===== config.mk =====
export PLATFORM = sky130hd
export DESIGN_NAME = dpram_port_host
export DESIGN_NICKNAME = d
export VERILOG_FILES = /design/src/core/dpram_port_host.v /design/src/core/wait_timer.v
export VERILOG_INCLUDE_DIRS = /design/src /design/src/include
export SDC_FILE = /design/constraint.sdc
export NUM_CORES = 1
export LEC_CHECK = 0
export BUFFER_PORTS_ARGS = -buffer_cell sky130_fd_sc_hd__buf_2
export CORE_MARGIN = 1
export CORE_UTILIZATION = 45
export CTS_CLUSTER_SIZE = 16
export DETAILED_ROUTE_END_ITERATION = 10
export PLACE_DENSITY = 0.75
export SYNTH_ARGS = -nofsm -noshare
export SYNTH_HDL_FRONTEND = slang
export SYNTH_HIERARCHICAL = 1
export SYNTH_SLANG_ARGS = --single-unit
export TNS_END_PERCENT = 10

===== constraint.sdc =====
create_clock -name clk -period 2.05 [get_ports clk]
set_input_delay 0.205 -clock clk [delete_from_list [all_inputs] [get_ports clk]]
set_output_delay 0.205 -clock clk [all_outputs]
set_load 0.01 [all_outputs]

===== src/include/dpram_host_consts.vh =====
// Constants for the dual-port memory port controller
`ifndef DPRAM_HOST_CONSTS_VH
`define DPRAM_HOST_CONSTS_VH

`define ADDR_W            16
`define DATA_W            16
`define TOKEN_ADDR_W      3
`define RIGHT_MBOX_ADDR   16'hffff
`define LEFT_MBOX_ADDR    16'hfffe
`define TOKEN_BIT         0
`define CLK_PERIOD_PS     8000
`define WRITE_PULSE_MIN_PS      22000
`define WRITE_TO_FLOAT_PS       15000
`define DATA_SETUP_PS           15000
`define FLOWTHROUGH_PS          35000
`define MATCH_TO_FLAG_PS        20000
`define SELECT_TO_FLAG_PS       20000
`define TOKEN_UPDATE_PULSE_PS   12000
`define READ_ACCESS_PS          25000
`define CYC_UP(ps) (((ps) + `CLK_PERIOD_PS - 1) / `CLK_PERIOD_PS)

`endif

===== src/core/dpram_port_host.v =====
// Controller that drives one port of the dual-port memory from a user command port
//--------------------------------------------------------------------------
// Summary of operation
//--------------------------------------------------------------------------
// Summary of operation
// - Strobe held high while address changes
// - Stretch strobe write when output enable low
// - Data stable setup time before write end
// - Memory read: select and output enable low
// - Token read: token select, port select high
// - Delay every access until the contention flag settles
`timescale 1ns/10ps
`include "dpram_host_consts.vh"
module dpram_port_host (
  input  wire                 clk,
  input  wire                 rstn,
  input  wire                 cmd_valid,
  output wire                 cmd_ready,
  input  wire                 cmd_write,
  input  wire                 cmd_token,
  input  wire [`ADDR_W-1:0]   cmd_addr,
  input  wire [`DATA_W-1:0]   cmd_wdata,
  input  wire [1:0]           cmd_byte_en,
  input  wire                 cmd_set_token,
  output reg                  rsp_valid,
  output reg  [`DATA_W-1:0]   rsp_rdata,
  output reg                  rsp_contended,
  output reg                  rsp_token_won,
  output wire                 mbox_irq,
  output wire                 contention_seen,
  output reg  [`ADDR_W-1:0]   addr,
  output reg                  port_select_n,
  output reg                  token_select_n,
  output reg                  write_strobe_n,
  output reg                  output_enable_n,
  output reg                  high_byte_select_n,
  output reg                  low_byte_select_n,
  input  wire [`DATA_W-1:0]   data_in,
  output reg  [`DATA_W-1:0]   data_out,
  output reg                  data_oe,
  input  wire                 contention_n,
  input  wire                 mailbox_irq_n
);
  //------------------------------------------------------------------------
  // Timing counts
  //------------------------------------------------------------------------
  localparam integer settle_int = `CYC_UP(`SELECT_TO_FLAG_PS);
  localparam integer pulse_int  = `CYC_UP(`WRITE_TO_FLOAT_PS + `DATA_SETUP_PS);
  localparam integer read_int   = `CYC_UP(`READ_ACCESS_PS + `FLOWTHROUGH_PS);
  localparam integer gap_int    = `CYC_UP(`TOKEN_UPDATE_PULSE_PS);
  localparam [3:0]   settle_cyc = settle_int[3:0];
  localparam [3:0]   pulse_cyc  = pulse_int[3:0];
  localparam [3:0]   read_cyc   = read_int[3:0];
  localparam [3:0]   gap_cyc    = gap_int[3:0];

  //------------------------------------------------------------------------
  // States
  //------------------------------------------------------------------------
  localparam [4:0] st_idle   = 5'h01;
  localparam [4:0] st_setup  = 5'h02;
  localparam [4:0] st_strobe = 5'h04;
  localparam [4:0] st_read   = 5'h08;
  localparam [4:0] st_gap    = 5'h10;

  reg  [4:0] state_reg;
  reg        write_reg;
  reg        token_reg;
  reg  [2:0] cont_sync_reg;
  reg  [2:0] irq_sync_reg;
  reg        cont_reg;
  reg        irq_reg;
  reg        load;
  reg  [3:0] load_value;
  wire       expired;

  //------------------------------------------------------------------------
  // Pin input synchronisers
  //------------------------------------------------------------------------
  always @(posedge clk or negedge rstn) begin
    if (!rstn) begin
      cont_sync_reg <= 3'h7;
      irq_sync_reg  <= 3'h7;
      cont_reg      <= 1'b0;
      irq_reg       <= 1'b0;
    end else begin
      cont_sync_reg <= {cont_sync_reg[1:0], contention_n};
      irq_sync_reg  <= {irq_sync_reg[1:0], mailbox_irq_n};
      if (cont_sync_reg[1] == cont_sync_reg[2]) begin
        cont_reg <= !cont_sync_reg[2];
      end
      if (irq_sync_reg[1] == irq_sync_reg[2]) begin
        irq_reg <= !irq_sync_reg[2];
      end
    end
  end

  assign mbox_irq        = irq_reg;
  assign contention_seen = cont_reg;
  assign cmd_ready       = (state_reg == st_idle);

  wait_timer u_timer (
    .clk        (clk),
    .rstn       (rstn),
    .load       (load),
    .load_value (load_value),
    .expired    (expired)
  );

  //------------------------------------------------------------------------
  // Timer loads
  //------------------------------------------------------------------------
  always @* begin
    load       = 1'b0;
    load_value = 4'h0;
    case (state_reg)
      st_idle: begin
        load       = cmd_valid;
        load_value = settle_cyc;
      end
      st_setup: begin
        load       = expired;
        load_value = write_reg ? pulse_cyc : read_cyc;
      end
      st_strobe, st_read: begin
        load       = expired;
        load_value = gap_cyc;
      end
      default: begin
        load       = 1'b0;
        load_value = 4'h0;
      end
    endcase
  end

  //------------------------------------------------------------------------
  // Access sequencer
  //------------------------------------------------------------------------
  always @(posedge clk or negedge rstn) begin
    if (!rstn) begin
      state_reg          <= st_idle;
      write_reg          <= 1'b0;
      token_reg          <= 1'b0;
      addr               <= {`ADDR_W{1'b0}};
      port_select_n      <= 1'b1;
      token_select_n     <= 1'b1;
      write_strobe_n     <= 1'b1;
      output_enable_n    <= 1'b1;
      high_byte_select_n <= 1'b1;
      low_byte_select_n  <= 1'b1;
      data_out           <= {`DATA_W{1'b0}};
      data_oe            <= 1'b0;
      rsp_valid          <= 1'b0;
      rsp_rdata          <= {`DATA_W{1'b0}};
      rsp_contended      <= 1'b0;
      rsp_token_won      <= 1'b0;
    end else begin
      rsp_valid <= 1'b0;
      case (state_reg)
        st_idle: begin
          if (cmd_valid) begin
            write_reg <= cmd_write;
            token_reg <= cmd_token;
            // Address moves only while strobe is high
            addr <= cmd_token ? {{(`ADDR_W-`TOKEN_ADDR_W){1'b0}},
                                 cmd_addr[`TOKEN_ADDR_W-1:0]} : cmd_addr;
            // Select asserted before strobe; never both selects
            port_select_n      <= cmd_token;
            token_select_n     <= !cmd_token;
            high_byte_select_n <= cmd_token | !cmd_byte_en[1];
            low_byte_select_n  <= cmd_token | !cmd_byte_en[0];
            output_enable_n    <= cmd_write;
            data_out <= cmd_token ? {{(`DATA_W-1){1'b0}}, !cmd_set_token}
                                  : cmd_wdata;
            state_reg <= st_setup;
          end
        end
        st_setup: begin
          if (expired) begin
            rsp_contended <= cont_reg;
            if (write_reg) begin
              // Strobe falls after select; device floats its outputs
              write_strobe_n <= 1'b0;
              data_oe        <= 1'b1;
              state_reg      <= st_strobe;
            end else begin
              state_reg <= st_read;
            end
          end
        end
        st_strobe: begin
          if (expired) begin
            // Strobe ends the write; data held one more cycle
            write_strobe_n <= 1'b1;
            rsp_valid      <= 1'b1;
            rsp_token_won  <= 1'b0;
            state_reg      <= st_gap;
          end
        end
        st_read: begin
          if (expired) begin
            rsp_rdata     <= data_in;
            rsp_token_won <= token_reg & !data_in[`TOKEN_BIT];
            rsp_valid     <= 1'b1;
            output_enable_n <= 1'b1;
            state_reg     <= st_gap;
          end
        end
        st_gap: begin
          data_oe            <= 1'b0;
          port_select_n      <= 1'b1;
          token_select_n     <= 1'b1;
          output_enable_n    <= 1'b1;
          high_byte_select_n <= 1'b1;
          low_byte_select_n  <= 1'b1;
          if (expired) begin
            state_reg <= st_idle;
          end
        end
        default: begin
          state_reg <= st_idle;
        end
      endcase
    end
  end
endmodule // dpram_port_host


===== src/core/wait_timer.v =====
// Down counter that times the phases of a port access
`timescale 1ns/10ps
module wait_timer (
  input  wire       clk,
  input  wire       rstn,
  input  wire       load,
  input  wire [3:0] load_value,
  output wire       expired
);
  reg [3:0] count_reg;

  always @(posedge clk or negedge rstn) begin
    if (!rstn) begin
      count_reg <= 4'h0;
    end else if (load) begin
      count_reg <= load_value;
    end else if (count_reg != 4'h0) begin
      count_reg <= count_reg - 4'h1;
    end
  end

  assign expired = (count_reg == 4'h0);
endmodule // wait_timer


# --- Word level (Yosys, flattened, before mapping) ---
# Cells that the tools add are included.
op_classes:
  n_addsub: 1
  n_eq_ne: 14
  muxes: 35
  n_bitwise: 3
  reduce_logical: 26
op_table:
  columns: ["op", "n"]
  rows:
  - ["$mux 16", 2]
  - ["$mux 5", 4]
  - ["$pmux 5 s4", 1]
  - ["$mux 4", 4]
  - ["$pmux 1 s2", 8]
  - ["$mux 1", 14]
  - ["$ne 2x2->1 const B", 6]
  - ["$pmux 4 s3", 1]
  - ["$reduce_bool 2->1", 5]
  - ["$reduce_and 3->1", 3]
  - ["$reduce_and 2->1", 4]
  - ["$reduce_and 4->1", 2]
  - ["$logic_not 1->1", 7]
  - ["$eq 5x1->1 const B", 1]
  - ["$eq 5x2->1 const B", 1]
  - ["$eq 5x3->1 const B", 1]
  - ["$eq 5x4->1 const B", 1]
  - ["$eq 5x5->1 const B", 1]
  - ["$logic_not 4->1", 1]
  - ["$reduce_bool 4->1", 1]
  - ["$sub 4x1->4 const B", 1]
  - ["$pmux 1 s3", 1]
  - ["$reduce_bool 3->1", 1]
  - ["$reduce_or 3->1", 1]
  - ["other kinds (5)", 7]
word_totals:
  ff_bits: 77
  in_bits: 58
  out_inout_bits: 61

# --- Longest topological paths before layout ---
# Gate-level depths: netlist (run 1).
depth:
  word_depth: 4
  mapped_depth: 10
  depth_no_buf: 8

# --- By module ---
# Netlist (run 1), hierarchy kept.
by_module_without_submodules:
  columns: ["mod", "instances", "cells_per_inst", "area_each_um2"]
  rows:
  - ["dpram_port_host", 1, 276, 3184.3]
  - ["wait_timer", 1, 24, 240.2]

# --- Worst setup path after synthesis (run 1) ---
# No wires, ideal clock.
synth_timing:
  kind: "reg-to-reg"
  startpoint: "register u_timer.count_reg[0]"
  endpoint: "register u_timer.count_reg[3]"
  arrival_time_ns: 2.145
  required_ns: 1.924
  setup_slack_ns: -0.221
  path_stages_with_launch: 11
  path_buffers: 2
  period_less_slack_ns: 2.271
  cell_sequence: "dfrtp_1 inv_1 ha_1 nor3b_4 buf_2 nor4bb_1 nand2_1 nand3_1 clkbuf_2 nor3_1 a221o_1"
synth_between:
  elab_chain_cells: 3
  elab_cells_between_ends: 7
  classes_between: "add/sub: 1; mux: 3; reduce/logical: 3"
synth_rtl:
  columns: ["element", "line", "source"]
  rows:
  - ["start: declaration", "wait_timer.v:10", "reg [3:0] count_reg;"]
  - ["start signal: assignment", "wait_timer.v:16", "count_reg <= load_value;"]
  - ["start signal: assignment", "wait_timer.v:18", "count_reg <= count_reg - 4'h1;"]
  - ["$logic_not 4->1 *", "wait_timer.v:22", "assign expired = (count_reg == 4'h0);"]
  - ["via expired", "dpram_port_host.v:74", "wire expired;"]
  - ["$pmux 1 s2 *", "dpram_port_host.v:115", "case (state_reg)"]
  - ["via load", "dpram_port_host.v:72", "reg load;"]
  - ["$mux 4 or $reduce_bool 2->1 (tied branches)", null, null]
# The timed path passes the listed nets; every way through them passes the cells marked *. The select of a mux whose other input is x is not followed.
# A chain may end at the register's enable or synchronous reset.

# --- Worst setup path in the final report (run 1) ---
layout_timing:
  startpoint: "register u_timer.count_reg[1]"
  endpoint: "register rsp_rdata[5]"
layout_between:
  elab_chain_cells: 2
layout_rtl:
  columns: ["element", "line", "source"]
  rows:
  - ["$logic_not 4->1", "wait_timer.v:22", null]
  - ["via expired", "dpram_port_host.v:74", null]
  - ["$reduce_and 2->1 (no line)", null, null]
  - ["end signal: assignment", "dpram_port_host.v:153", "rsp_rdata <= {`DATA_W{1'b0}};"]
  - ["end signal: assignment", "dpram_port_host.v:201", "rsp_rdata <= data_in;"]
  - ["end: declaration", "dpram_port_host.v:26", "output reg [`DATA_W-1:0] rsp_rdata,"]
# The timed path passes the listed nets, and every way through them passes these cells.

==> results of run 1 <==
-- what timing repair did --
action                     4_1_cts  5_1_grt
setup buffers                    0        1
hold endpoints to repair        29        0
setup endpoints to repair        0        9
hold buffers                     3        0
resized for setup                0        6
-- layer usage --
metal  vias up  track usage  part of all wire
li1       1284            -                 -
met1      1309       0.2730              0.45
met2       116       0.3102              0.45
met3        10      0.06371             0.078
met4         0      0.08658             0.017
met5         -            0                 0
-- power by group through the flow --
| stage | clock, mW | combinational (mW) | sequential, mW |
|---|---|---|---|
| final | 1.02 | 1.97 | 2.41 |
| after global routing | 1.11 | 2.21 | 2.49 |
| after CTS | 1.06 | 1.96 | 2.42 |
| after detailed placement | 0 | 1.96 | 2.43 |
| after global placement | 0 | 1.90 | 2.41 |
| after floorplan | 0 | 1.03 | 2.54 |
-- worst max-delay path by stage --
stage | startpoint | to | slack (ns) | depth (start not counted)
CTS | state_reg[3]$_DFFE_PN0P_ | cmd_ready | 0.0009 | 3
detailed placement | u_timer/count_reg[0]$_DFFE_PN0P_ | u_timer/count_reg[3]$_DFFE_PN0P_ | 0.06 | 8
floorplan | u_timer/count_reg[0]$_DFFE_PN0P_ | u_timer/count_reg[3]$_DFFE_PN0P_ | 0.01 | 10
global placement | u_timer/count_reg[0]$_DFFE_PN0P_ | rsp_rdata[4]$_DFFE_PN0P_ | 0.16 | 6
global route | u_timer/count_reg[1]$_DFFE_PN0P_ | u_timer/count_reg[3]$_DFFE_PN0P_ | 0.007 | 8
finish | u_timer/count_reg[1]$_DFFE_PN0P_ | rsp_rdata[5]$_DFFE_PN0P_ | 0.10 | 6
-- cell families (layout without fill, tap and decap cells) --
logic type	count (synthesis)	in the layout	synth area share
AOI/OAI and AO/OA	90	90	0.1480
xor gates and xnor gates	3	3	0.007674
adders and majority gates	1	1	0.003653
buffers and inverters	34	159	0.04713
DFF	77	77	0.5674
muxes	23	23	0.08513
and+or+nand+nor	72	72	0.1410
-- final cells by class --
cell class	instances	area share
Clock inverter	5	0.008314
Inverter	11	0.009461
Tap cell	99	0.02838
Multi-Input combinational cell	189	0.3114
Timing Repair Buffer	132	0.1646
Sequential cell	77	0.4455
Clock buffer	11	0.03240
-- critical path: stages (launching register included) --
cell	delay (ns)
dfrtp_1	0.39
inv_1	0.11
ha_4	0.16
nor3b_4	0.23
and3b_2	0.24
and2_4	0.32
mux2_2	0.38
-- cells in the mapped netlist, types with 3 or more instances --
master	number
a21oi_1	7
nor3b_1	5
dfrtp_1	64
dfstp_2	13
nor2_1	4
mux2_2	13
buf_2	5
inv_1	11
buf_6	3
o21ai_0	66
nand2_1	7
nand2b_1	29
nor3_1	4
nand3_1	4
clkbuf_1	13
mux2_4	9
==> results.cfg, run 1 <==
[sta]
worst_pin_slew_ns = 0.4444
hold-worst-slack_ns = 0.08948
setup_slack_ns = 0.1031
max_clock_freq_mhz = 513.6
setup_violations = 0
clock_skew_ns = 0.009495
hold_viol_final = 0
layout_min_cycle_time_ns = 1.947
rsz0062_at_grt = false
slew_viol_final = 0
tns_ns = 0
slew_headroom = 0.7037
final.period_utilization = 0.9497

[layout]
seqCellArea_mm2 = 0.001944
drive_above_1_share = 0.4565
area_growth_pct = 27.44
final_cells = 524
layout_commonest_cell = buf_2
top_regs = addr x16, data_out x16, rsp_rdata x16
fin_util = 0.5985
finish.instance_area_mm2 = 0.004364
nets = 479
mostFrequentLayoutCells = buf_2, o21ai_0, dfrtp_1, nand2b_1
fill_cells = 648
multi_input_area_mm2 = 0.001359
num_antenna_cells = 0

[place]
numPortBuffers = 118
gp_congestion = 0.9063
pre_cts_slack_ns = 0.05510
place_area_mm2 = 0.004126
dp_hpwl_um = 5389
dp_cells = 504

[drt]
ant_nets = 0
drcViolationCount = 0
wire_per_inst_um = 14.94
vias = 2719
drt_iter0_drc = 138
dr.pass1.iters = 4
vias_per_cell = 5.189
wirelength_um = 7827

[yosys]
synthFlopType = dfrtp_1
syn_area_per_cell_um2 = 11.42
synth_top_area_share = 0.4677
synth_nets = 359
synth_area_leaders = dfrtp_1, dfstp_2, o21ai_0
synthCells = 300
synth.distinct_cells = 52
synth_seq_area_share = 0.5674
synth-edff-count = 0
syn_area_mm2 = 0.003425
synth_seq_cells = 77
synth_top_area_cell = dfrtp_1
yosys_warnings = 6
async_reset_ff_frac = 1.000

[clocking]
tritoncts = yes
ctsRootBufferMaster = clkbuf_8
clk_path_buf_depth = 2
cts_buffers = 9
cts_sinks = 77
clk_latency_ns = 0.35
cts.reportedPaths.clkPinSlew_ns = 0.08
cts_max_level = 3

[floorplan]
fp.dieW_um = 89.24
start_util = 0.4696
dieArea_mm2 = 0.007963
core-area_mm2 = 0.007292
fp.dieH_um = 89.24
core.rowCount = 31
ios = 119

[grt]
antenna_found_initial = 0
grt_start_max_net_pins = 45
grt_overflow = 0
grt_pass1_wl_um = 12250
grt_pass1_vias = 2573
grt_usage = 0.2048

[pwr]
p_int_mw = 3.444
ir_worst_vdd_uv = 705.6
clkPwrFrac = 0.189
p_leak_nw = 2.167
total_power_mw = 5.406
power.density_mw_per_mm2 = 1239
seqPwrFrac = 0.447
sw_frac_of_total = 0.3630
switching_power_mw = 1.962
combPwrFrac = 0.364

[worst_setup_path]
reg2reg_depth = 6
path_max_fanout = 17
cp-end-kind = register
reg2reg_from = u_timer/count_reg[1]$_DFFE_PN0P_
cp.arrival_ns = 2.18
timing.rr.end = rsp_rdata[5]$_DFFE_PN0P_
required_ns = 2.28
path_class = register to register
regToRegSetupSlack_ns = 0.10
startpoint_type = register

[min_path]
min_from = cmd_addr[2]
hold_depth = 2
hold_path_class = input port to register
min_to = addr[2]$_DFFE_PN0P_

[job]
maxCapViolations = 0

[status]
status = finished clean
(Power assumes the default switching activity.)
==> run 2, diff against run 1 <==
Settings changed: ABC_AREA set to 1, CORE_UTILIZATION 45 to 44.
==> run 2 against run 1 <==
- area after synthesis decreased by 7.1%
- first-iteration DRC count shrank 45%
- register-to-register slack better by 0.18 ns
- critical path depth up 6
- clock-buffer cell count did not move
- non-clock buffer count decreased by 4
- routed wire length down 6.0%
- critical endpoint is now u_timer/count_reg[0]$_DFFE_PN0P_
==> results.cfg, run 2 <==
[status]
status = finished clean

[yosys]
synth_area_leaders = dfrtp_1, nand2_1, dfstp_2
synth.most_common_cell = nand2_1
syn_area_mm2 = 0.003183
synth_seq_cells = 77
synth.distinct_cells = 27
synth_nets = 409
async_reset_ff_frac = 1.000
synthCells = 350
synthFlopType = dfrtp_1
synth_seq_area_share = 0.6105
yosys-top-cells-count = nand2_1, dfrtp_1, nand3_1
syn_area_per_cell_um2 = 9.094
yosys_warnings = 6
synth_top_area_cell = dfrtp_1
synth_top_area_share = 0.5031
synth-edff-count = 0

[job]
maxCapViolations = 0

[clocking]
cts.reportedPaths.clkPinSlew_ns = 0.09
tritoncts = yes
cts_resized = 0
cts_sinks = 77
cts_max_level = 3
clk_latency_ns = 0.33
ctsRootBufferMaster = clkbuf_8
cts_buffers = 9
clk_path_buf_depth = 2

[drt]
vias_per_cell = 4.778
drcViolationCount = 0
dr.pass1.iters = 4
wire_per_inst_um = 12.76
wirelength_um = 7360
ant_nets = 0
drt_iter0_drc = 76
vias = 2757

[place]
gp_congestion = 0.8050
numPortBuffers = 118
dp_hpwl_um = 5325
dp_cells = 558

[sta]
hold-worst-slack_ns = 0.06789
slew_headroom = 0.5702
slew_viol_final = 0
tns_ns = 0
final.period_utilization = 0.8630
clock_skew_ns = 0.01374
hold_viol_final = 0
worst_pin_slew_ns = 0.6437
rsz0062_at_grt = false
max_clock_freq_mhz = 565.2
layout_min_cycle_time_ns = 1.769
setup_violations = 0

[worst_setup_path]
path_cells = nor2_2, nand2_1, nor2_1, inv_1, nand3_1, nor2_1, a21oi_1, buf_4, inv_2, nand3_2, nand2_1, o21ai_1
cpMaxStageDelayCell = dfrtp_1
startpoint_type = register
slowest_delay_ns = 0.42
cp.arrival_ns = 2.03
path_class = register to register
required_ns = 2.31
regToRegSetupSlack_ns = 0.28
cp-end-kind = register
path_max_fanout = 7

[pwr]
power.density_mw_per_mm2 = 1420
ir_worst_vdd_uv = 606.5
total_power_mw = 5.851
p_leak_nw = 2.251

[layout]
final_cells = 577
num_antenna_cells = 0
top_regs = addr x16, data_out x16, rsp_rdata x16
nets = 535
area_growth_pct = 29.44
mostFrequentLayoutCells = nand2_1, buf_2, dfrtp_1, nand3_1, inv_1
fin_util = 0.5966
layout_commonest_cell = nand2_1
drive_above_1_share = 0.3555

[grt]
grt_start_max_net_pins = 39
grt_pass1_wl_um = 11670
grt_usage = 0.2005
grt_overflow = 0
grt_pass1_vias = 2558
antenna_found_initial = 0

[min_path]
hold_path_class = input port to register

[floorplan]
core-area_mm2 = 0.006907
fp.dieW_um = 87.06
start_util = 0.4609
dieArea_mm2 = 0.007579
ios = 119
core.rowCount = 30
fp.dieH_um = 87.06
[run 2: report_power, final]
part           total (mW)  switching [mW]  internal, mW
Combinational        2.27            1.39         0.880
Sequential           2.40           0.303          2.10
Clock                1.18           0.553         0.630
Total                5.85            2.24          3.61
[run 2: critical path, delay by kind of cell, from the launching register on]
kind | cells | cell delay [ns]
AO/OA/AOI/OAI | 2 | 0.20
buffers and inverters | 3 | 0.30
flip-flops | 1 | 0.42
AND/OR/NAND/NOR | 7 | 0.78
[run 2: cell families (layout without fill, tap and decap cells)]
kind of cell    after synthesis  count (layout)  share of synthesized area
xor+xnor                      1               1                   0.002752
simple gates                212             212                     0.2905
flops                        77              77                     0.6105
buf+inv                      35             166                    0.05070
compound gates               24              24                    0.04167
fa+ha+maj                     1               1                   0.003930
[run 2: final timing paths]
check,endpoint,cells past startpoint,from
max in group asynchronous,data_out[1]$_DFFE_PN0P_,3,rstn
hold / removal,rsp_rdata[10]$_DFFE_PN0P_,3,data_in[10]
setup reg to reg,u_timer/count_reg[0]$_DFFE_PN0P_,12,state_reg[1]$_DFFE_PN0P_
setup / recovery,u_timer/count_reg[0]$_DFFE_PN0P_,12,state_reg[1]$_DFFE_PN0P_
min in group asynchronous,addr[3]$_DFFE_PN0P_,2,rstn
hold reg to reg,cont_sync_reg[1]$_DFF_PN1_,0,cont_sync_reg[0]$_DFF_PN1_
[run 2: what timing repair did]
item / in CTS / in global routing
setup buffers: 0 / 0
endpoints found under the hold margin: 23 / 0
hold buffers: 3 / 0
[run 2: metal layers]
layer | vias to the layer above | wire (µm) | track usage
met2 | 98 | 3637 | 0.3314
met4 | 0 | 80 | 0.07576
met3 | 6 | 443 | 0.04834
met1 | 1297 | 3198 | 0.2556
met5 | - | 0 | 0
li1 | 1356 | - | -
[run 2: stage by stage]
stage	setup slack [ns]	cell area (µm²)
6_report	0.2808	4120
5_1_grt	0.1529	4120
4_1_cts	0.2744	4120
3_5_place_dp	0.2867	3882
3_3_place_gp	0.3754	3882
2_1_floorplan	0.1036	3183
[run 2: final cells by class]
class / count / area, µm²
Fill cell: 633 / 2786
Clock inverter: 5 / 56.30
Multi-Input combinational cell: 238 / 1079
Inverter: 22 / 82.58
Sequential cell: 77 / 1943
Clock buffer: 11 / 151.4
Timing Repair Buffer: 128 / 688.2
Tap cell: 96 / 120.1
